==> src/hw/dsrb_pkg.sv <==
// package of offsets, field positions and constants for the debug state register bank
package dsrb_pkg;
	localparam logic [7:0] addr_tile_cell_osc = 8'h07;
	localparam logic [7:0] addr_tile_wire_osc = 8'h08;
	localparam logic [7:0] addr_periph_cell_osc = 8'h09;
	localparam logic [7:0] addr_periph_wire_osc = 8'h0a;
	localparam logic [7:0] addr_ram_size = 8'h0c;
	localparam logic [7:0] addr_saved_status = 8'h10;
	localparam logic [7:0] addr_saved_pc = 8'h11;
	localparam logic [7:0] addr_saved_sp = 8'h12;
	localparam logic [7:0] addr_read_select = 8'h13;
	localparam logic [7:0] addr_read_regindex = 8'h14;
	localparam logic [7:0] addr_cause = 8'h15;
	localparam logic [7:0] addr_trigger_data = 8'h16;
	localparam logic [7:0] addr_stop_mask = 8'h18;
	localparam logic [7:0] addr_scratch_base = 8'h20;
	localparam logic [7:0] addr_scratch_last = 8'h27;
	localparam logic [31:0] status_rw_mask = 32'h0000_06df;
	localparam logic [31:0] ram_size_mask = 32'hffff_fffc;
	localparam int osc_bits = 16;
	localparam int thread_bits = 8;
	localparam int regidx_bits = 5;
	localparam int cause_lsb = 0;
	localparam int cause_bits = 3;
	localparam int thread_lsb = 8;
	localparam int trig_lsb = 16;
	localparam int trig_bits = 2;
	localparam int sync_stages = 2;
	localparam logic [2:0] cause_none = 3'h0;
	localparam logic [2:0] cause_host = 3'h1;
	localparam logic [2:0] cause_debug_call_instruction = 3'h2;
	localparam logic [2:0] cause_ibreak = 3'h3;
	localparam logic [2:0] cause_dwatch = 3'h4;
	localparam logic [2:0] cause_rwatch = 3'h5;
endpackage

==> src/hw/dsrb_bank.sv <==
// debug state register bank of one tile
//
// Contract
// oscillator counts: 16 bits, kept through reset
// four counts at consecutive offsets, fixed order
// read-only ram size, low two bits zero
// capture saved status word on debug entry
// status bits 7 fast, 6 paused
// status bits 4 kernel, 3 irq, 2 eeble
// status bit 1 irq enable, 0 event enable
// status bits 10 asid, 9 entry mode, 8 ro
// capture saved program counter on debug entry
// capture saved stack pointer on debug entry
// thread select field feeds thread register read
// register index field feeds thread register read
// cause field records debug source, reset zero
// trigger index, zero for host/call, lowest wins
// thread field, zero for host requests
// trigger data: watch address or resource id
// stop mask holds marked threads outside debug
// eight shared 32-bit scratch words
// scratch storage shared with tile config port
// stop oscillator ten cycles before reading count
// oscillators asynchronous, separate enables, reset off
// debug fields writable only in debug mode
// oscillator counts synchronised before being read
`timescale 1ns/1ps
module dsrb_bank #(
	parameter logic [31:0] ram_size = 32'h0002_0000,
	parameter int threads = 8
) (
	input wire logic clk_sys,
	input wire logic rst_n,
	input wire logic debug_mode,
	input wire logic ps_wr,
	input wire logic ps_rd,
	input wire logic [7:0] ps_addr,
	input wire logic [31:0] ps_wdata,
	output logic [31:0] ps_rdata,
	input wire logic cfg_wr,
	input wire logic [2:0] cfg_idx,
	input wire logic [31:0] cfg_wdata,
	output logic [31:0] cfg_rdata,
	input wire logic osc_core_en,
	input wire logic osc_periph_en,
	input wire logic [15:0] osc_tile_cell_cnt,
	input wire logic [15:0] osc_tile_wire_cnt,
	input wire logic [15:0] osc_periph_cell_cnt,
	input wire logic [15:0] osc_periph_wire_cnt,
	output logic osc_core_run,
	output logic osc_periph_run,
	input wire logic dbg_entry,
	input wire logic [2:0] dbg_cause_in,
	input wire logic [7:0] dbg_thread_in,
	input wire logic [3:0] dbg_trig_hits,
	input wire logic [31:0] dbg_status_in,
	input wire logic [31:0] dbg_pc_in,
	input wire logic [31:0] dbg_sp_in,
	input wire logic [31:0] dbg_data_in,
	output logic [7:0] thread_read_thread,
	output logic [4:0] thread_read_index,
	output logic [7:0] thread_hold
);
	////////////////////////////////////////////////////////////////////////////////
	// oscillator count synchronisers, no reset so the counts survive
	logic [15:0] osc_meta [4];
	logic [15:0] osc_sync [4];
	wire logic [15:0] osc_raw [4];
	assign osc_raw[0] = osc_tile_cell_cnt;
	assign osc_raw[1] = osc_tile_wire_cnt;
	assign osc_raw[2] = osc_periph_cell_cnt;
	assign osc_raw[3] = osc_periph_wire_cnt;
	always_ff @(posedge clk_sys) begin
		osc_meta <= osc_raw;
		osc_sync <= osc_meta;
	end
	always_ff @(posedge clk_sys or negedge rst_n) begin
		if (!rst_n) begin
			osc_core_run <= 1'b0;
			osc_periph_run <= 1'b0;
		end else begin
			osc_core_run <= osc_core_en;
			osc_periph_run <= osc_periph_en;
		end
	end
	////////////////////////////////////////////////////////////////////////////////
	// register state
	logic [31:0] saved_status_word;
	logic [31:0] saved_program_counter;
	logic [31:0] saved_stack_pointer;
	logic [7:0] read_select;
	logic [4:0] read_regindex;
	logic [2:0] cause;
	logic [7:0] cause_thread;
	logic [1:0] cause_trig;
	logic [31:0] trigger_data;
	logic [7:0] stop_mask;
	logic [31:0] scratch [8];
	////////////////////////////////////////////////////////////////////////////////
	// decode
	wire logic dw = ps_wr && debug_mode;
	wire logic wr_status = dw && (ps_addr == dsrb_pkg::addr_saved_status);
	wire logic wr_pc = dw && (ps_addr == dsrb_pkg::addr_saved_pc);
	wire logic wr_sp = dw && (ps_addr == dsrb_pkg::addr_saved_sp);
	wire logic wr_sel = dw && (ps_addr == dsrb_pkg::addr_read_select);
	wire logic wr_idx = dw && (ps_addr == dsrb_pkg::addr_read_regindex);
	wire logic wr_cause = dw && (ps_addr == dsrb_pkg::addr_cause);
	wire logic wr_data = dw && (ps_addr == dsrb_pkg::addr_trigger_data);
	wire logic wr_stop = dw && (ps_addr == dsrb_pkg::addr_stop_mask);
	wire logic in_scratch = (ps_addr >= dsrb_pkg::addr_scratch_base) &&
		(ps_addr <= dsrb_pkg::addr_scratch_last);
	wire logic wr_scr = dw && in_scratch;
	wire logic [2:0] scr_idx = ps_addr[2:0];
	// lowest firing hardware trigger wins
	wire logic [1:0] low_hit = dbg_trig_hits[0] ? 2'h0 : dbg_trig_hits[1] ? 2'h1 :
		dbg_trig_hits[2] ? 2'h2 : dbg_trig_hits[3] ? 2'h3 : 2'h0;
	wire logic hw_cause = (dbg_cause_in == dsrb_pkg::cause_ibreak) ||
		(dbg_cause_in == dsrb_pkg::cause_dwatch) ||
		(dbg_cause_in == dsrb_pkg::cause_rwatch);
	wire logic [1:0] next_trig = hw_cause ? low_hit : 2'h0;
	wire logic [7:0] next_thread = (dbg_cause_in == dsrb_pkg::cause_host) ?
		8'h00 : dbg_thread_in;
	wire logic data_cause = (dbg_cause_in == dsrb_pkg::cause_dwatch) ||
		(dbg_cause_in == dsrb_pkg::cause_rwatch);
	wire logic [31:0] status_ro = saved_status_word & ~dsrb_pkg::status_rw_mask;
	wire logic [31:0] status_wr = (ps_wdata & dsrb_pkg::status_rw_mask) | status_ro;
	////////////////////////////////////////////////////////////////////////////////
	// captured debug state; entry takes priority over a software write
	always_ff @(posedge clk_sys or negedge rst_n) begin
		if (!rst_n) begin
			saved_status_word <= 32'h0;
			saved_program_counter <= 32'h0;
			saved_stack_pointer <= 32'h0;
			cause <= dsrb_pkg::cause_none;
			cause_thread <= 8'h00;
			cause_trig <= 2'h0;
			trigger_data <= 32'h0;
		end else if (dbg_entry) begin
			saved_status_word <= {21'h0, dbg_status_in[10:0]} &
				(dsrb_pkg::status_rw_mask | 32'h0000_0100);
			saved_program_counter <= dbg_pc_in;
			saved_stack_pointer <= dbg_sp_in;
			cause <= dbg_cause_in;
			cause_thread <= next_thread;
			cause_trig <= next_trig;
			if (data_cause) begin
				trigger_data <= dbg_data_in;
			end
		end else begin
			if (wr_status) begin
				saved_status_word <= status_wr;
			end
			if (wr_pc) begin
				saved_program_counter <= ps_wdata;
			end
			if (wr_sp) begin
				saved_stack_pointer <= ps_wdata;
			end
			if (wr_cause) begin
				cause <= ps_wdata[dsrb_pkg::cause_lsb +: dsrb_pkg::cause_bits];
				cause_thread <= ps_wdata[dsrb_pkg::thread_lsb +: dsrb_pkg::thread_bits];
				cause_trig <= ps_wdata[dsrb_pkg::trig_lsb +: dsrb_pkg::trig_bits];
			end
			if (wr_data) begin
				trigger_data <= ps_wdata;
			end
		end
	end
	////////////////////////////////////////////////////////////////////////////////
	// operands, stop mask and scratch words
	always_ff @(posedge clk_sys or negedge rst_n) begin
		if (!rst_n) begin
			read_select <= 8'h00;
			read_regindex <= 5'h00;
			stop_mask <= 8'h00;
		end else begin
			if (wr_sel) begin
				read_select <= ps_wdata[7:0];
			end
			if (wr_idx) begin
				read_regindex <= ps_wdata[4:0];
			end
			if (wr_stop) begin
				stop_mask <= ps_wdata[7:0];
			end
		end
	end
	always_ff @(posedge clk_sys or negedge rst_n) begin
		if (!rst_n) begin
			for (int i = 0; i < 8; i++) begin
				scratch[i] <= 32'h0;
			end
		end else if (wr_scr) begin
			scratch[scr_idx] <= ps_wdata;
		end else if (cfg_wr) begin
			scratch[cfg_idx] <= cfg_wdata;
		end
	end
	////////////////////////////////////////////////////////////////////////////////
	// outputs
	logic [31:0] next_rdata;
	always_comb begin
		next_rdata = 32'h0;
		case (ps_addr)
			dsrb_pkg::addr_tile_cell_osc: next_rdata = {16'h0, osc_sync[0]};
			dsrb_pkg::addr_tile_wire_osc: next_rdata = {16'h0, osc_sync[1]};
			dsrb_pkg::addr_periph_cell_osc: next_rdata = {16'h0, osc_sync[2]};
			dsrb_pkg::addr_periph_wire_osc: next_rdata = {16'h0, osc_sync[3]};
			dsrb_pkg::addr_ram_size: next_rdata = ram_size & dsrb_pkg::ram_size_mask;
			dsrb_pkg::addr_saved_status: next_rdata = saved_status_word;
			dsrb_pkg::addr_saved_pc: next_rdata = saved_program_counter;
			dsrb_pkg::addr_saved_sp: next_rdata = saved_stack_pointer;
			dsrb_pkg::addr_read_select: next_rdata = {24'h0, read_select};
			dsrb_pkg::addr_read_regindex: next_rdata = {27'h0, read_regindex};
			dsrb_pkg::addr_cause: next_rdata = {14'h0, cause_trig, cause_thread, 5'h0, cause};
			dsrb_pkg::addr_trigger_data: next_rdata = trigger_data;
			dsrb_pkg::addr_stop_mask: next_rdata = {24'h0, stop_mask};
			default: next_rdata = in_scratch ? scratch[scr_idx] : 32'h0;
		endcase
	end
	always_ff @(posedge clk_sys or negedge rst_n) begin
		if (!rst_n) begin
			ps_rdata <= 32'h0;
			cfg_rdata <= 32'h0;
			thread_read_thread <= 8'h00;
			thread_read_index <= 5'h00;
			thread_hold <= 8'h00;
		end else begin
			if (ps_rd) begin
				ps_rdata <= next_rdata;
			end
			cfg_rdata <= scratch[cfg_idx];
			thread_read_thread <= read_select;
			thread_read_index <= read_regindex;
			thread_hold <= debug_mode ? 8'h00 : stop_mask;
		end
	end
endmodule // dsrb_bank

==> config.mk <==
export PLATFORM = sky130hd
export DESIGN_NAME = dsrb_bank
export DESIGN_NICKNAME = d
export VERILOG_FILES = /design/src/hw/dsrb_pkg.sv /design/src/hw/dsrb_bank.sv
export SDC_FILE = /design/constraint.sdc
export NUM_CORES = 1
export LEC_CHECK = 0
export ABC_AREA = 1
export BUFFER_PORTS_ARGS = -buffer_cell sky130_fd_sc_hd__buf_4
export CAP_MARGIN = 10
export CORE_MARGIN = 3
export CORE_UTILIZATION = 58
export DETAILED_ROUTE_END_ITERATION = 16
export GPL_TIMING_DRIVEN = 1
export HOLD_SLACK_MARGIN = 0.08
export PLACE_DENSITY = 0.8
export SLEW_MARGIN = 5
export SYNTH_ARGS = -nofsm -noshare
export SYNTH_HDL_FRONTEND = slang
export SYNTH_SLANG_ARGS = --single-unit
export TNS_END_PERCENT = 30
==> constraint.sdc <==
create_clock -name clk_sys -period 1.5 [get_ports clk_sys]
set_input_delay 0 -clock clk_sys [delete_from_list [all_inputs] [get_ports clk_sys]]
set_output_delay 0 -clock clk_sys [all_outputs]
set_load 0.02 [all_outputs]
==> results of run 1 <==
## Yosys cell counts
| cell type | instances | area (sq um) |
|---|---|---|
| nand2_1 | 1049 | 3938 |
| o21ai_0 | 542 | 2713 |
| dfrtp_1 | 483 | 12090 |
| nand3_1 | 471 | 2357 |
| inv_1 | 353 | 1325 |
| nor2_1 | 194 | 728.2 |
| clkbuf_1 | 170 | 638.1 |
| dfxtp_1 | 128 | 2562 |
| o22ai_1 | 84 | 525.5 |
| a21oi_1 | 67 | 335.3 |
| buf_2 | 66 | 330.3 |
| buf_1 | 46 | 172.7 |
| a31oi_1 | 39 | 244.0 |
| nand4_1 | 38 | 237.7 |
| o211ai_1 | 37 | 277.8 |
| o21ai_1 | 27 | 135.1 |
| a221oi_1 | 24 | 210.2 |
| a22oi_1 | 14 | 105.1 |
| inv_2 | 10 | 37.54 |
| o2111ai_1 | 9 | 78.83 |
| o21a_1 | 8 | 60.06 |
| o21ai_4 | 7 | 113.9 |
| a211oi_1 | 6 | 45.04 |
| o211a_1 | 6 | 60.06 |
| buf_4 | 5 | 37.54 |
| nor2_2 | 5 | 31.28 |
| or3_1 | 5 | 31.28 |
| a21boi_0 | 4 | 30.03 |
| and3_1 | 2 | 12.51 |
| nand2_2 | 2 | 12.51 |
| nor3_4 | 2 | 32.53 |
| o21ai_2 | 2 | 17.52 |
| clkbuf_2 | 1 | 5.000 |
| clkinv_1 | 1 | 3.750 |
| nor3_1 | 1 | 5.000 |
## metal layers
| metal | GRT overflow | track usage, % |
|---|---|---|
| met5 | 0 | 38.33 |
| met4 | 5 | 66.46 |
| met3 | 0 | 60.45 |
| met2 | 4 | 85.75 |
| met1 | 0 | 72.16 |
## repair_timing
action | CTS
resized for setup | 0
hold buffers | 442
hold endpoints to repair | 985
buffers inserted | 0
## logic make-up after synthesis
kind of cell	after synthesis	synth area share [%]
AND/OR/NAND/NOR	1769	25.01
AO/OA/AOI/OAI	876	16.76
buffers and inverters	652	8.633
flip-flops	611	49.60
## stage by stage
stage	std cells	setup WS, ns
floorplan	3908	-0.02005
global placement	4933	-0.2419
detailed placement	4933	-0.2708
CTS	5492	0.004069
==> impl_metrics.json, run 1 <==
{
  "port_buffers": 355,
  "die_h_um": 231.7,
  "start_util_pct": 58.75,
  "grt-worst-endpoint": "scratch[128]$_DFFE_PN0P_/D",
  "synth_fp_nets": 4199,
  "chipWidth_um": 231.7,
  "synth_warnings": 0,
  "ys_seq_area_share_pct": 49.60,
  "syn_avg_cell_area_sq_um": 7.558,
  "synth_cells": 3908,
  "grt_max_degree": 86,
  "place_hpwl_um": 82990,
  "cts-root-buf": "clkbuf_16",
  "status": "did not finish",
  "row_count": 82,
  "io_pins": 378,
  "haltStage": "global routing",
  "h-tree-depth": 3,
  "ys_types": 35,
  "clockBufferDepth": 3,
  "grt-ovfl-total": 9,
  "stop_error": "[ERROR GRT-0232] Routing congestion too high. Check the congestion heatmap in the GUI.",
  "worstEpCategory": "register input",
  "track_usage_pct": 71.75,
  "cts_buffers": 66,
  "gp_congestion": 1.019,
  "dpl_cell_area_sq_mm": 0.03512,
  "ys_seq_elements": 611,
  "cts_sinks": 611,
  "syn_area_sq_mm": 0.02954
}
==> run 2: changes to the inputs <==
--- a/config.mk
+++ b/config.mk
@@ -9,11 +9,10 @@
 export BUFFER_PORTS_ARGS = -buffer_cell sky130_fd_sc_hd__buf_4
 export CAP_MARGIN = 10
 export CORE_MARGIN = 3
-export CORE_UTILIZATION = 58
+export CORE_UTILIZATION = 40
 export DETAILED_ROUTE_END_ITERATION = 16
 export GPL_TIMING_DRIVEN = 1
-export HOLD_SLACK_MARGIN = 0.08
-export PLACE_DENSITY = 0.8
+export PLACE_DENSITY_LB_ADDON = 0.15
 export SLEW_MARGIN = 5
 export SYNTH_ARGS = -nofsm -noshare
 export SYNTH_HDL_FRONTEND = slang
==> run 2 against run 1 <==
Against the previous run: the flow now finishes, with violations (hold timing, setup timing); synthesized cell count is the same; area after synthesis is the same.
==> impl_metrics.json, run 2 <==
{
  "cap_violations": 0,
  "timing.rr.start": "scratch[3]",
  "drive_gt1_share_pct": 16.79,
  "ys_types": 35,
  "path_clk_slew_ns": 0.06,
  "r2r_setup_slack_ns": 0.12,
  "dp_cells": 5220,
  "synth_cells": 3908,
  "rsz0062_at_grt": "true",
  "drv_slew": 0,
  "first_global_vias": 31180,
  "peakVddDrop_mv": 0.7107,
  "setup_viol": 1,
  "cts_tree": "built",
  "gp_congestion": 0.9379,
  "clockBufferDepth": 3,
  "hold_slack_ns": -0.002767,
  "antenna_found_initial": 8,
  "crit_arrival_ns": 2.08,
  "fmax_mhz": 658.7,
  "cts-root-buf": "clkbuf_16",
  "hold_path_class": "in -> async",
  "drcViolationCount": 0,
  "clk_latency_ns": 0.64,
  "failed_checks": "hold timing, setup timing",
  "nets": 5029,
  "ys_seq_area_share_pct": 49.60,
  "cp_max_fo": 4,
  "firstDrtPassIters": 8,
  "grt_pass1_wl_um": 199200,
  "power.density_mw_per_mm2": 1038,
  "finClkSkew_ns": 0.02589,
  "timing.final.crit_period_ns": 1.518,
  "port_buffers": 355,
  "end_kind": "flop",
  "synth_top_area_share_pct": 40.92,
  "p_leak_nw": 19.01,
  "syn_area_sq_mm": 0.02954,
  "synth-main-ff-cell": "dfrtp_1",
  "synthTopCellsByCount": "1049 x nand2_1, 542 x o21ai_0, 483 x dfrtp_1",
  "vias_per_cell": 5.621,
  "area_delta_synth_final_pct": 41.46,
  "start_kind": "input pin",
  "grt_max_degree": 99,
  "worst-setup-path-type": "in -> reg",
  "chipWidth_um": 277.7,
  "syn_avg_cell_area_sq_um": 7.558,
  "finalCritPeriodShare_pct": 101.2,
  "startpoint": "dbg_cause_in[2]",
  "maxSlewHeadroom_pct": 37.64,
  "hold_viol_final": 3,
  "die_area_sq_mm": 0.07714,
  "synth.area.top_cells": "dfrtp_1 41%, nand2_1 13%, o21ai_0 9.2%",
  "synth_warnings": 0,
  "worst_slack_ns": -0.01809,
  "endpoint": "cause_trig[1]",
  "async_flop_share_pct": 79.05,
  "drt_iter0_markers": 3882,
  "track_usage_pct": 34.11,
  "ys_seq_elements": 611,
  "final_cell_mix": "1043 x nand2_1, 578 x buf_4, 542 x o21ai_0",
  "largest-register": "scratch",
  "synth_edf_count": 0,
  "cts_buffers": 69,
  "netlist.top_cell.by_area": "dfrtp_1",
  "place_hpwl_um": 89590,
  "synth.most_common_cell": "nand2_1",
  "largest_register_ffs": 256,
  "wl_per_cell_um": 23.38,
  "h-tree-depth": 3,
  "status": "finished with violations",
  "io_pins": 378,
  "row_count": 99,
  "start_util_pct": 40.41,
  "grt-ovfl-total": 0,
  "layout_commonest_cell": "nand2_1",
  "cts_sinks": 611,
  "worstMarginPinSlew_ns": 0.9319,
  "cp.required_ns": 2.06,
  "top_regs": "scratch x256, osc_meta x64, osc_sync x64",
  "core-area_sq_mm": 0.07308,
  "die_h_um": 277.7,
  "r2r_end": "ps_rdata[3]",
  "final_cells": 5751,
  "synth_fp_nets": 4199,
  "r2r_cells": 10,
  "routed_wl_um": 134500,
  "vias": 32320,
  "ant_nets": 0
}
[run 2: cell counts after synthesis]
Identical to the previous run, type by type.
[run 2: kinds of logic after synthesis]
| logic type | after synthesis | share of synthesized area, % |
|---|---|---|
| buffers and inverters | 652 | 8.633 |
| AO/OA/AOI/OAI | 876 | 16.76 |
| AND/OR/NAND/NOR | 1769 | 25.01 |
| flip-flops | 611 | 49.60 |
[run 2: power breakdown]
part	switching (mW)	internal, mW
Clock	7.62	10.2
Combinational	4.00	2.94
Sequential	0.769	17.9
[run 2: worst max-delay path: stages]
cell and delay (ns):
dlygate4sd3_1 0.53, buf_4 0.16, inv_1 0.05, nand2_1 0.05
a21oi_1 0.36, o2111ai_1 0.18, dlygate4sd3_1 0.59, a31oi_1 0.15
[run 2: layout make-up]
| type | count | area (sq um) |
|---|---|---|
| clock buffers | 103 | 2047 |
| inverters | 364 | 1371 |
| multi-input cells | 2646 | 12430 |
| diodes | 3 | 7.507 |
| flip-flops and latches | 611 | 14650 |
| repair buffers | 1046 | 9738 |
| clock inverters | 19 | 336.6 |
| well taps | 959 | 1200 |
| fillers | 6607 | 31300 |
[run 2: repair_timing]
action / CTS / global route
hold endpoints to repair: 983 / 0
endpoints found under the setup margin: 0 / 35
gates resized for setup: 0 / 17
setup buffers: 0 / 8
hold buffers: 398 / 0
[run 2: worst min path at each step]
stage,end,start,cells after the start,slack [ns]
5_1_grt,osc_meta[42],osc_tile_wire_cnt[10],2,0.006
3_3_place_gp,scratch[90],rst_n,1,-0.14
2_1_floorplan,cause[0],rst_n,0,-0.30
6_report,scratch[221],rst_n,3,-0.003
4_1_cts,osc_meta[38],osc_tile_wire_cnt[6],2,0.00003
3_5_place_dp,scratch[90],rst_n,1,-0.14
[run 2: per-layer routing]
| metal | track usage [%] | vias to the layer above | part of all wire (%) |
|---|---|---|---|
| li1 | - | 14570 | - |
| met1 | 45.98 | 15380 | 40 |
| met2 | 52.59 | 2003 | 45 |
| met3 | 8.391 | 357 | 11 |
| met4 | 14.02 | 8 | 4.2 |
| met5 | 0 | - | 0.036 |
[run 2: through the flow]
stage | setup TNS (ns) | worst slack, ns | power (mW) | utilization (%) | instance area (sq um)
after floorplan | -0.4009 | -0.02005 | 21.62 | - | 29540
after global placement | -70.60 | -0.2747 | 24.72 | 48.27 | 35280
after detailed placement | -77.89 | -0.3015 | 24.78 | 48.27 | 35280
after CTS | 0 | 0.01604 | 43.27 | 56.98 | 41640
after global routing | -0.1656 | -0.08412 | 44.90 | 57.16 | 41780
final | -0.01809 | -0.01809 | 43.38 | 57.17 | 41780
Note: power is estimated with default switching activity, not from simulation.
